## src/lcdc_cfg.svh

```systemverilog
// Constants of the segment display configuration and memory block
`ifndef LCDC_CFG_SVH
`define LCDC_CFG_SVH

// ---------------------------------------------------------------
// Register addresses
// ---------------------------------------------------------------
`define LCDC_ADDR_CONFIG     8'h95
`define LCDC_ADDR_CLOCK      8'h96
`define LCDC_ADDR_SEG_EN_A   8'h97
`define LCDC_ADDR_POINTER    8'hac
`define LCDC_ADDR_DATA       8'hae
`define LCDC_ADDR_SEG_EN_B   8'hed

// ---------------------------------------------------------------
// Field positions
// ---------------------------------------------------------------
`define LCDC_CFG_CLEAR_BIT   6
`define LCDC_CFG_CLKSEL_BIT  3
`define LCDC_CFG_BIAS_BIT    2
`define LCDC_CFG_MUX_MSB     1
`define LCDC_CFG_MUX_LSB     0
`define LCDC_CLK_FD_MSB      3
`define LCDC_CLK_FD_LSB      0
`define LCDC_SEGA_MSB        7
`define LCDC_SEGA_LSB        2
`define LCDC_SEGB_MSB        3
`define LCDC_SEGB_LSB        0
`define LCDC_PTR_DIR_BIT     7
`define LCDC_PTR_SCR_MSB     5
`define LCDC_PTR_SCR_LSB     4
`define LCDC_PTR_ADR_MSB     3
`define LCDC_PTR_ADR_LSB     0

// ---------------------------------------------------------------
// Reset values and memory shape
// ---------------------------------------------------------------
`define LCDC_RST_BYTE        8'h00
`define LCDC_RST_SEGA        6'h00
`define LCDC_RST_SEGB        4'h0
`define LCDC_RST_FD          4'h0
`define LCDC_LAST_BYTE       4'he
`define LCDC_FIXED_SEGS      16'hffff

// ---------------------------------------------------------------
// Timing
// ---------------------------------------------------------------
`define LCDC_SYS_CLK_HZ      40000000
`define LCDC_SRC_CLK_HZ      128
`define LCDC_PRESCALE        (`LCDC_SYS_CLK_HZ / `LCDC_SRC_CLK_HZ)
`define LCDC_DIV_1           4'h1
`define LCDC_DIV_2           4'h2
`define LCDC_DIV_4           4'h4
`define LCDC_DIV_6           4'h6
`define LCDC_DIV_8           4'h8
`define LCDC_FD_FASTEST      4'hf
`define LCDC_FD_DEFAULT      4'h0
`define LCDC_FD_SECOND       4'h2
`define LCDC_FD_FIRST        4'h1

`endif

```

## src/lcdc_pkg.sv

```systemverilog
// Types of the segment display configuration and memory block
package lcdc_pkg;

    typedef enum logic [1:0] {
        LCDC_MUX_2A = 2'h0,
        LCDC_MUX_2B = 2'h1,
        LCDC_MUX_3  = 2'h2,
        LCDC_MUX_4  = 2'h3
    } lcdc_mux_t;

    typedef enum {
        LCDC_ST_CLEAR,
        LCDC_ST_IDLE,
        LCDC_ST_READ
    } lcdc_state_t;

endpackage

```

## src/lcdc_tick_div.sv

```systemverilog
// Enable pulse divider: one output pulse per divisor input pulses
`timescale 1ns/1ps
module lcdc_tick_div #(
    parameter int W = 4
) (
    input  wire logic         sys_clk,
    input  wire logic         reset,
    input  wire logic         tick_in,
    input  wire logic [W-1:0] divisor,
    output logic              tick_out
);
    logic [W-1:0] count_reg;

    // A divisor that shrinks below the count wraps at once, no long stall
    always_ff @(posedge sys_clk) begin
        if (reset) begin
            count_reg <= '0;
            tick_out  <= 1'b0;
        end else begin
            tick_out <= 1'b0;
            if (tick_in) begin
                if (count_reg >= divisor - W'(1)) begin
                    count_reg <= '0;
                    tick_out  <= 1'b1;
                end else begin
                    count_reg <= count_reg + W'(1);
                end
            end
        end
    end
endmodule // lcdc_tick_div

```

## src/lcdc_seg_mem.sv

```systemverilog
// Segment data memory with registered read data
`timescale 1ns/1ps
module lcdc_seg_mem #(
    parameter int DEPTH = 64,
    parameter int AW    = 6,
    parameter int DW    = 8
) (
    input  wire logic          sys_clk,
    input  wire logic          wr_en,
    input  wire logic          rd_en,
    input  wire logic [AW-1:0] addr,
    input  wire logic [DW-1:0] wr_data,
    output logic      [DW-1:0] rd_data
);
    logic [DW-1:0] mem [DEPTH];

    always_ff @(posedge sys_clk) begin
        if (wr_en) begin
            mem[addr] <= wr_data;
        end
    end

    always_ff @(posedge sys_clk) begin
        if (rd_en) begin
            rd_data <= mem[addr];
        end
    end
endmodule // lcdc_seg_mem

```

## src/lcdc_core.sv

```systemverilog
// Segment display configuration, pin function and screen memory access
`timescale 1ns/1ps
`include "lcdc_cfg.svh"
module lcdc_core import lcdc_pkg::*; #(
    parameter int PRESCALE = `LCDC_PRESCALE
) (
    input  wire logic        sys_clk,
    input  wire logic        reset,
    input  wire logic [7:0]  sfr_addr,
    input  wire logic [7:0]  sfr_wdata,
    input  wire logic        sfr_wr,
    input  wire logic        sfr_rd,
    output logic      [7:0]  sfr_rdata,
    output logic             src_tick,
    output logic             waveform_tick,
    output logic             frame_tick,
    output logic      [3:0]  waveform_divisor,
    output logic      [25:0] seg_function_en,
    output logic             common_line_2_en,
    output logic             common_line_3_en,
    output logic             bias_sel,
    output logic      [1:0]  multiplex_level,
    output logic             memory_busy
);
    // -----------------------------------------------------------
    // Registers
    // -----------------------------------------------------------
    logic [7:0]  display_config_reg;
    logic [7:0]  display_clock_reg;
    logic [5:0]  seg_enable_a_reg;
    logic [3:0]  seg_enable_b_reg;
    logic        ptr_dir_reg;
    logic [1:0]  target_screen_select_reg;
    logic [3:0]  ptr_addr_reg;
    logic [7:0]  memory_byte_value_reg;
    logic        access_pending_reg;
    logic        clear_running_reg;
    logic [5:0]  clear_addr_reg;
    lcdc_state_t state_reg;

    logic        wr_hit;
    logic        ptr_write;
    logic        data_write;
    logic        cfg_write;
    logic        clear_req;
    logic        mem_wr;
    logic        mem_rd;
    logic [5:0]  mem_addr;
    logic [7:0]  mem_wdata;
    logic [7:0]  mem_rdata;
    logic        addr_valid;
    logic        start_access;
    logic [3:0]  frame_divisor;
    logic [2:0]  frame_div_small;
    lcdc_mux_t   mux_mode;
    logic [3:0]  fd_code;

    assign wr_hit     = sfr_wr;
    assign ptr_write  = wr_hit && (sfr_addr == `LCDC_ADDR_POINTER);
    assign data_write = wr_hit && (sfr_addr == `LCDC_ADDR_DATA);
    assign cfg_write  = wr_hit && (sfr_addr == `LCDC_ADDR_CONFIG);
    assign clear_req  = cfg_write && sfr_wdata[`LCDC_CFG_CLEAR_BIT];
    assign mux_mode   = lcdc_mux_t'(display_config_reg[`LCDC_CFG_MUX_MSB:`LCDC_CFG_MUX_LSB]);
    assign fd_code    = display_clock_reg[`LCDC_CLK_FD_MSB:`LCDC_CLK_FD_LSB];

    // -----------------------------------------------------------
    // Configuration and clock registers
    // -----------------------------------------------------------
    // Bias and mux are taken as written; matching them to the glass is software's job
    always_ff @(posedge sys_clk) begin
        if (reset) begin
            display_config_reg <= `LCDC_RST_BYTE;
        end else begin
            if (cfg_write) begin
                display_config_reg <= sfr_wdata;
            end else if (state_reg == LCDC_ST_CLEAR && clear_addr_reg == 6'h3f) begin
                display_config_reg[`LCDC_CFG_CLEAR_BIT] <= 1'b0;
            end
        end
    end

    always_ff @(posedge sys_clk) begin
        if (reset) begin
            display_clock_reg <= `LCDC_RST_BYTE;
        end else if (wr_hit && sfr_addr == `LCDC_ADDR_CLOCK) begin
            display_clock_reg <= sfr_wdata;
        end
    end

    // -----------------------------------------------------------
    // Segment pin enables
    // -----------------------------------------------------------
    // Reserved bits are not stored, so they read back as zero
    always_ff @(posedge sys_clk) begin
        if (reset) begin
            seg_enable_a_reg <= `LCDC_RST_SEGA;
        end else if (wr_hit && sfr_addr == `LCDC_ADDR_SEG_EN_A) begin
            seg_enable_a_reg <= sfr_wdata[`LCDC_SEGA_MSB:`LCDC_SEGA_LSB];
        end
    end

    always_ff @(posedge sys_clk) begin
        if (reset) begin
            seg_enable_b_reg <= `LCDC_RST_SEGB;
        end else if (wr_hit && sfr_addr == `LCDC_ADDR_SEG_EN_B) begin
            seg_enable_b_reg <= sfr_wdata[`LCDC_SEGB_MSB:`LCDC_SEGB_LSB];
        end
    end

    // Each bit drives exactly one pin, so any subset works and others keep GPIO
    assign seg_function_en = {seg_enable_a_reg, seg_enable_b_reg, `LCDC_FIXED_SEGS};

    // -----------------------------------------------------------
    // Shared common/segment pins
    // -----------------------------------------------------------
    always_comb begin
        common_line_2_en = 1'b0;
        common_line_3_en = 1'b0;
        case (mux_mode)
            LCDC_MUX_3: begin
                common_line_2_en = 1'b1;
            end
            LCDC_MUX_4: begin
                common_line_2_en = 1'b1;
                common_line_3_en = 1'b1;
            end
            default: begin
                common_line_2_en = 1'b0;
                common_line_3_en = 1'b0;
            end
        endcase
    end

    assign bias_sel        = display_config_reg[`LCDC_CFG_BIAS_BIT];
    assign multiplex_level = display_config_reg[`LCDC_CFG_MUX_MSB:`LCDC_CFG_MUX_LSB];

    // -----------------------------------------------------------
    // Pointer and data registers
    // -----------------------------------------------------------
    always_ff @(posedge sys_clk) begin
        if (reset) begin
            ptr_dir_reg              <= 1'b0;
            target_screen_select_reg <= 2'h0;
            ptr_addr_reg             <= 4'h0;
        end else if (ptr_write) begin
            ptr_dir_reg              <= sfr_wdata[`LCDC_PTR_DIR_BIT];
            target_screen_select_reg <= sfr_wdata[`LCDC_PTR_SCR_MSB:`LCDC_PTR_SCR_LSB];
            ptr_addr_reg             <= sfr_wdata[`LCDC_PTR_ADR_MSB:`LCDC_PTR_ADR_LSB];
        end
    end

    // A software write to the data register wins over a landing read byte
    always_ff @(posedge sys_clk) begin
        if (reset) begin
            memory_byte_value_reg <= `LCDC_RST_BYTE;
        end else if (data_write) begin
            memory_byte_value_reg <= sfr_wdata;
        end else if (state_reg == LCDC_ST_READ) begin
            memory_byte_value_reg <= addr_valid ? mem_rdata : `LCDC_RST_BYTE;
        end
    end

    // A pointer write always queues its access; a new one replaces an old one
    always_ff @(posedge sys_clk) begin
        if (reset) begin
            access_pending_reg <= 1'b0;
        end else if (ptr_write) begin
            access_pending_reg <= 1'b1;
        end else if (start_access) begin
            access_pending_reg <= 1'b0;
        end
    end

    // -----------------------------------------------------------
    // Memory sequencer
    // -----------------------------------------------------------
    // Reset enters the sweep, so the memory is zero before first use
    always_ff @(posedge sys_clk) begin
        if (reset) begin
            state_reg      <= LCDC_ST_CLEAR;
            clear_addr_reg <= 6'h00;
        end else begin
            case (state_reg)
                LCDC_ST_CLEAR: begin
                    clear_addr_reg <= clear_addr_reg + 6'h01;
                    if (clear_addr_reg == 6'h3f) begin
                        state_reg <= LCDC_ST_IDLE;
                    end
                end
                LCDC_ST_IDLE: begin
                    if (clear_req) begin
                        state_reg      <= LCDC_ST_CLEAR;
                        clear_addr_reg <= 6'h00;
                    end else if (start_access && !ptr_dir_reg) begin
                        state_reg <= LCDC_ST_READ;
                    end
                end
                LCDC_ST_READ: begin
                    state_reg <= clear_req ? LCDC_ST_CLEAR : LCDC_ST_IDLE;
                end
                default: begin
                    state_reg <= LCDC_ST_IDLE;
                end
            endcase
        end
    end

    always_ff @(posedge sys_clk) begin
        if (reset) begin
            clear_running_reg <= 1'b1;
        end else begin
            clear_running_reg <= (state_reg == LCDC_ST_CLEAR) && (clear_addr_reg != 6'h3f);
        end
    end

    // Held off during the sweep and while a clear request arrives
    assign start_access = access_pending_reg && !ptr_write && !clear_req
                          && (state_reg == LCDC_ST_IDLE);
    // Byte 15 of each screen does not exist: writes dropped, reads give zero
    assign addr_valid   = (ptr_addr_reg <= `LCDC_LAST_BYTE);

    always_comb begin
        mem_wr    = 1'b0;
        mem_rd    = 1'b0;
        mem_addr  = {target_screen_select_reg, ptr_addr_reg};
        mem_wdata = memory_byte_value_reg;
        if (state_reg == LCDC_ST_CLEAR) begin
            mem_wr    = 1'b1;
            mem_addr  = clear_addr_reg;
            mem_wdata = `LCDC_RST_BYTE;
        end else if (start_access) begin
            mem_wr = ptr_dir_reg && addr_valid;
            mem_rd = !ptr_dir_reg;
        end
    end

    lcdc_seg_mem #(
        .DEPTH (64),
        .AW    (6),
        .DW    (8)
    ) u_mem (
        .sys_clk (sys_clk),
        .wr_en   (mem_wr),
        .rd_en   (mem_rd),
        .addr    (mem_addr),
        .wr_data (mem_wdata),
        .rd_data (mem_rdata)
    );

    assign memory_busy = clear_running_reg || access_pending_reg
                         || (state_reg != LCDC_ST_IDLE);

    // -----------------------------------------------------------
    // Register read
    // -----------------------------------------------------------
    always_ff @(posedge sys_clk) begin
        if (reset) begin
            sfr_rdata <= 8'h00;
        end else if (sfr_rd) begin
            case (sfr_addr)
                `LCDC_ADDR_CONFIG:   sfr_rdata <= display_config_reg;
                `LCDC_ADDR_CLOCK:    sfr_rdata <= display_clock_reg;
                `LCDC_ADDR_SEG_EN_A: sfr_rdata <= {seg_enable_a_reg, 2'h0};
                `LCDC_ADDR_SEG_EN_B: sfr_rdata <= {4'h0, seg_enable_b_reg};
                `LCDC_ADDR_POINTER:  sfr_rdata <= {ptr_dir_reg, 1'b0,
                                                   target_screen_select_reg, ptr_addr_reg};
                `LCDC_ADDR_DATA:     sfr_rdata <= memory_byte_value_reg;
                default:             sfr_rdata <= 8'h00;
            endcase
        end
    end

    // -----------------------------------------------------------
    // Slow display clock and waveform rates
    // -----------------------------------------------------------
    // Slow source clock only; no fast table
    always_comb begin
        waveform_divisor = `LCDC_DIV_8;
        if (fd_code == `LCDC_FD_FASTEST) begin
            waveform_divisor = `LCDC_DIV_1;
        end else if (fd_code == `LCDC_FD_DEFAULT) begin
            waveform_divisor = `LCDC_DIV_2;
        end else if (mux_mode == LCDC_MUX_3 || mux_mode == LCDC_MUX_4) begin
            waveform_divisor = `LCDC_DIV_4;
        end else if (fd_code == `LCDC_FD_FIRST) begin
            waveform_divisor = `LCDC_DIV_4;
        end else if (fd_code == `LCDC_FD_SECOND) begin
            waveform_divisor = `LCDC_DIV_6;
        end else begin
            waveform_divisor = `LCDC_DIV_8;
        end
    end

    // Frame spans one waveform period per common line in use
    always_comb begin
        case (mux_mode)
            LCDC_MUX_3: frame_divisor = 4'h3;
            LCDC_MUX_4: frame_divisor = 4'h4;
            default:    frame_divisor = 4'h2;
        endcase
    end
    assign frame_div_small = frame_divisor[2:0];

    lcdc_tick_div #(
        .W (19)
    ) u_src_div (
        .sys_clk  (sys_clk),
        .reset    (reset),
        .tick_in  (1'b1),
        .divisor  (19'(PRESCALE)),
        .tick_out (src_tick)
    );

    lcdc_tick_div #(
        .W (4)
    ) u_wave_div (
        .sys_clk  (sys_clk),
        .reset    (reset),
        .tick_in  (src_tick && display_config_reg[`LCDC_CFG_CLKSEL_BIT]),
        .divisor  (waveform_divisor),
        .tick_out (waveform_tick)
    );

    lcdc_tick_div #(
        .W (3)
    ) u_frame_div (
        .sys_clk  (sys_clk),
        .reset    (reset),
        .tick_in  (waveform_tick),
        .divisor  (frame_div_small),
        .tick_out (frame_tick)
    );
endmodule // lcdc_core

```

## config.mk

```make
export PLATFORM = sky130hd
export DESIGN_NAME = lcdc_core
export DESIGN_NICKNAME = d
export VERILOG_FILES = /design/src/lcdc_pkg.sv /design/src/lcdc_tick_div.sv /design/src/lcdc_seg_mem.sv /design/src/lcdc_core.sv
export VERILOG_INCLUDE_DIRS = /design/src /design/src/src
export SDC_FILE = /design/constraint.sdc
export NUM_CORES = 1
export LEC_CHECK = 0
export BUFFER_PORTS_ARGS = -buffer_cell sky130_fd_sc_hd__clkbuf_2
export CAP_MARGIN = 20
export CORE_ASPECT_RATIO = 0.6
export CORE_MARGIN = 10
export CORE_UTILIZATION = 60
export CTS_CLUSTER_DIAMETER = 150
export DETAILED_ROUTE_END_ITERATION = 7
export GPL_ROUTABILITY_DRIVEN = 1
export GPL_TIMING_DRIVEN = 0
export PLACE_DENSITY = 0.86
export SLEW_MARGIN = 5
export SYNTH_ARGS = -nofsm -noshare
export SYNTH_HDL_FRONTEND = slang
export SYNTH_SLANG_ARGS = --single-unit
```

## constraint.sdc

```tcl
create_clock -name sys_clk -period 6.05 [get_ports sys_clk]
set_input_delay 0.9075 -clock sys_clk [delete_from_list [all_inputs] [get_ports sys_clk]]
set_output_delay 0.9075 -clock sys_clk [all_outputs]
set_load 0.01 [all_outputs]
```

==> out/metrics.yaml <==
slew_viol_final: 0
r2r_end: "u_mem.rd_data[0]"
worstMarginPinSlew_ns: 1.26
cts_buffer_depth: 3
holdBufCountCts: 0
wl_per_cell_um: 33.7
yosys-top-cells-area: "edfxtp_1 (66%), dfxtp_1 (7.4%), a22oi_1 (4.3%)"
grt_max_degree: 48
setup_viol: 0
nets: 1778
min_path_type: "reg -> reg"
status: "finished, violations left"
drc: 6
reg2reg_setup_slack_ns: 1.53
synth_commonest_cells: "edfxtp_1 (520), nor2_1 (152), a22oi_1 (135), dfxtp_1 (88), nand2_1 (78)"
place_ws_ns: 2.01
slowest_delay_ns: 0.96
core_um2: 39100
drt-total-wl_mm: 77.8
die_h_um: 174
layout_min_cycle_time_ns: 4.52
ys_seq_area_share_pct: 73.1
endpoint_kind: "flip-flop"
path_depth: 8
die_w_um: 277
fmax_mhz: 221
crit_family: "compound AO/OA/AOI/OAI gates"
synth_ff_type: "edfxtp_1"
ioPinCount: 67
start_kind: "flip-flop"
critPathRequiredTime_ns: 6.47
gr-usage-all-layers_pct: 31.0
io_buffers: 48
critical_path_buf_inv_count: 2
first_global_vias: 15822
synth-seq-cells: 608
gp_congestion: 1.05
hold_viol_final: 0
cts.sinks: 608
async_flop_share_pct: 0
r2r_start: "ptr_addr_reg[0]"
initial_core_util_pct: 60.8
failed_checks: "design-rule violations"
synth_cell_types: 63
path_cells: "buf_2, nand3_1, o22ai_1, clkbuf_1, a22oi_1, a31oi_1, nor4_1, nand3_1"
grt_overflow: 0
cp-startpoint: "ptr_addr_reg[0]"
drtAntennaViolNets: 0
syn-cell-area_um2: 23800
slowest_stage: "clkbuf_1"
first_pass_iters: 8
fillCellCount: 2567
clock_skew_ns: 0.0205
post_cts_resized: 0
power_density_nw_per_um2: 317
first_iter_violations: 3409
area_growth_pct: 11.9
grt_pass1_wl_mm: 110
worstSetupPathType: "reg -> reg"
vias: 16830
cts.clk_slew.worst_paths_ns: 0.07
ys_warn_count: 0
fin_ws_ns: 1.53
min_period_over_period_pct: 74.6
antenna_found_initial: 4
post_cts_buffers: 0
drv_cap: 0
dp_hpwl_mm: 52.1
htreeDepth: 2
synth-edff-count: 520
rsz0062_at_grt: "false"
layout-drive-gt1-share_pct: 13.2
crit_fanout: 10
peakVddDrop_uv: 259
num_rows: 56
ff2ff_path_depth: 8
syn-instance-count: 1618
yosysMostFrequentCell: "edfxtp_1"
maxSlewHeadroom_pct: 16.0
tritoncts: "yes"
clock_latency_ns: 0.59
numCtsBuffers: 50
power_leakage_nw: 7.99
cp_common_cell: "nand3_1"
crit_end: "u_mem.rd_data[0]"
cp_data_arrival_time_ns: 4.94
avgViaCountPerCell: 7.29
tns_ns: 0
dieArea_um2: 48300
synth_top_area_cell: "edfxtp_1"
largest_reg_flops: 512
synth_top_area_share_pct: 65.7
holdPathStages: 2
syn_area_per_cell_um2: 14.7
cts-root-buf: "clkbuf_16"
[per-layer routing]
metal / share of wire (%) / up-vias / global-route usage (%) / wire (um)
met4: 3.7 / 8 / 9.30 / 2860
met2: 39 / 1765 / 41.4 / 30600
met3: 21 / 283 / 17.2 / 16300
met5: 0.13 / - / 0 / 103
met1: 36 / 8122 / 42.5 / 28000
li1: - / 6652 / - / -
[through the flow]
step                utilization (%)  power [mW]  cell area (um^2)  cells  hold slack, ns
floorplan                         -        4.89             23800   1635           0.432
global placement               63.3        5.10             24700   2205           0.441
detailed placement             63.8        5.11             24900   2214           0.447
CTS                            68.0        8.34             26600   2305           0.455
global route                   68.0        8.56             26600   2308           0.485
finish                         68.1        8.43             26600   2310           0.459
[cell families after synthesis]
logic type               after synthesis  share of synthesized area (%)
flip-flops                           608                           73.1
AO/OA/AOI/OAI                        425                           13.6
AND/OR/NAND/NOR                      390                           7.77
buffers and inverters                127                           2.73
multiplexers                          35                           1.51
XOR/XNOR                              21                          0.773
adder cells (fa/ha/maj)               11                          0.579
other                                  1                         0.0158
[placed cells by master, fill, tap and decap left out, types with 42 or more instances in the layout]
| cell type | Yosys | layout |
|---|---|---|
| edfxtp_1 | 520 | 520 |
| nor2_1 | 152 | 152 |
| a22oi_1 | 135 | 135 |
| dfxtp_1 | 88 | 88 |
| nand2_1 | 78 | 78 |
| clkbuf_1 | 44 | 61 |
| a21oi_1 | 61 | 61 |
| a221oi_1 | 57 | 57 |
| a22o_1 | 55 | 55 |
| clkbuf_16 | 0 | 54 |
| clkbuf_2 | 1 | 49 |
| nand3_1 | 47 | 47 |
| a31oi_1 | 42 | 42 |
[where the power goes]
group,switching (mW),leakage [nW],internal [mW]
clock network,1.51,0.798,1.86
registers,0.0122,4.74,4.51
logic,0.382,2.45,0.164
total,1.90,7.99,6.53
[worst register-to-register path: cells and delay by family, from the launching register on]
kind                   cells  cell delay, ns
AOI/OAI and AO/OA          3            1.88
and+or+nand+nor            3            0.67
DFF                        1            0.49
buffers and inverters      2            1.30
[worst min-delay path by stage]
stage | to | from | slack (ns)
after floorplan | display_clock_reg[4] | display_clock_reg[4] | 0.43
after global placement | display_config_reg[7] | display_config_reg[7] | 0.44
after detailed placement | display_clock_reg[4] | display_clock_reg[4] | 0.45
after CTS | display_clock_reg[4] | display_clock_reg[4] | 0.46
after global routing | display_clock_reg[4] | display_clock_reg[4] | 0.49
final | display_clock_reg[4] | display_clock_reg[4] | 0.46
[area by class of cell]
| cell class | count | area (um^2) | share of cell area (%) |
|---|---|---|---|
| Sequential cell | 608 | 17400 | 65.3 |
| Multi-Input combinational cell | 900 | 5830 | 21.9 |
| Clock buffer | 72 | 1430 | 5.37 |
| Tap cell | 522 | 653 | 2.45 |
| Buffer | 120 | 623 | 2.34 |
| Timing Repair Buffer | 60 | 447 | 1.68 |
| Clock inverter | 19 | 218 | 0.818 |
| Inverter | 7 | 26.3 | 0.0987 |
| Antenna cell | 2 | 5.00 | 0.0188 |
Note: power is estimated with default switching activity, not from simulation.
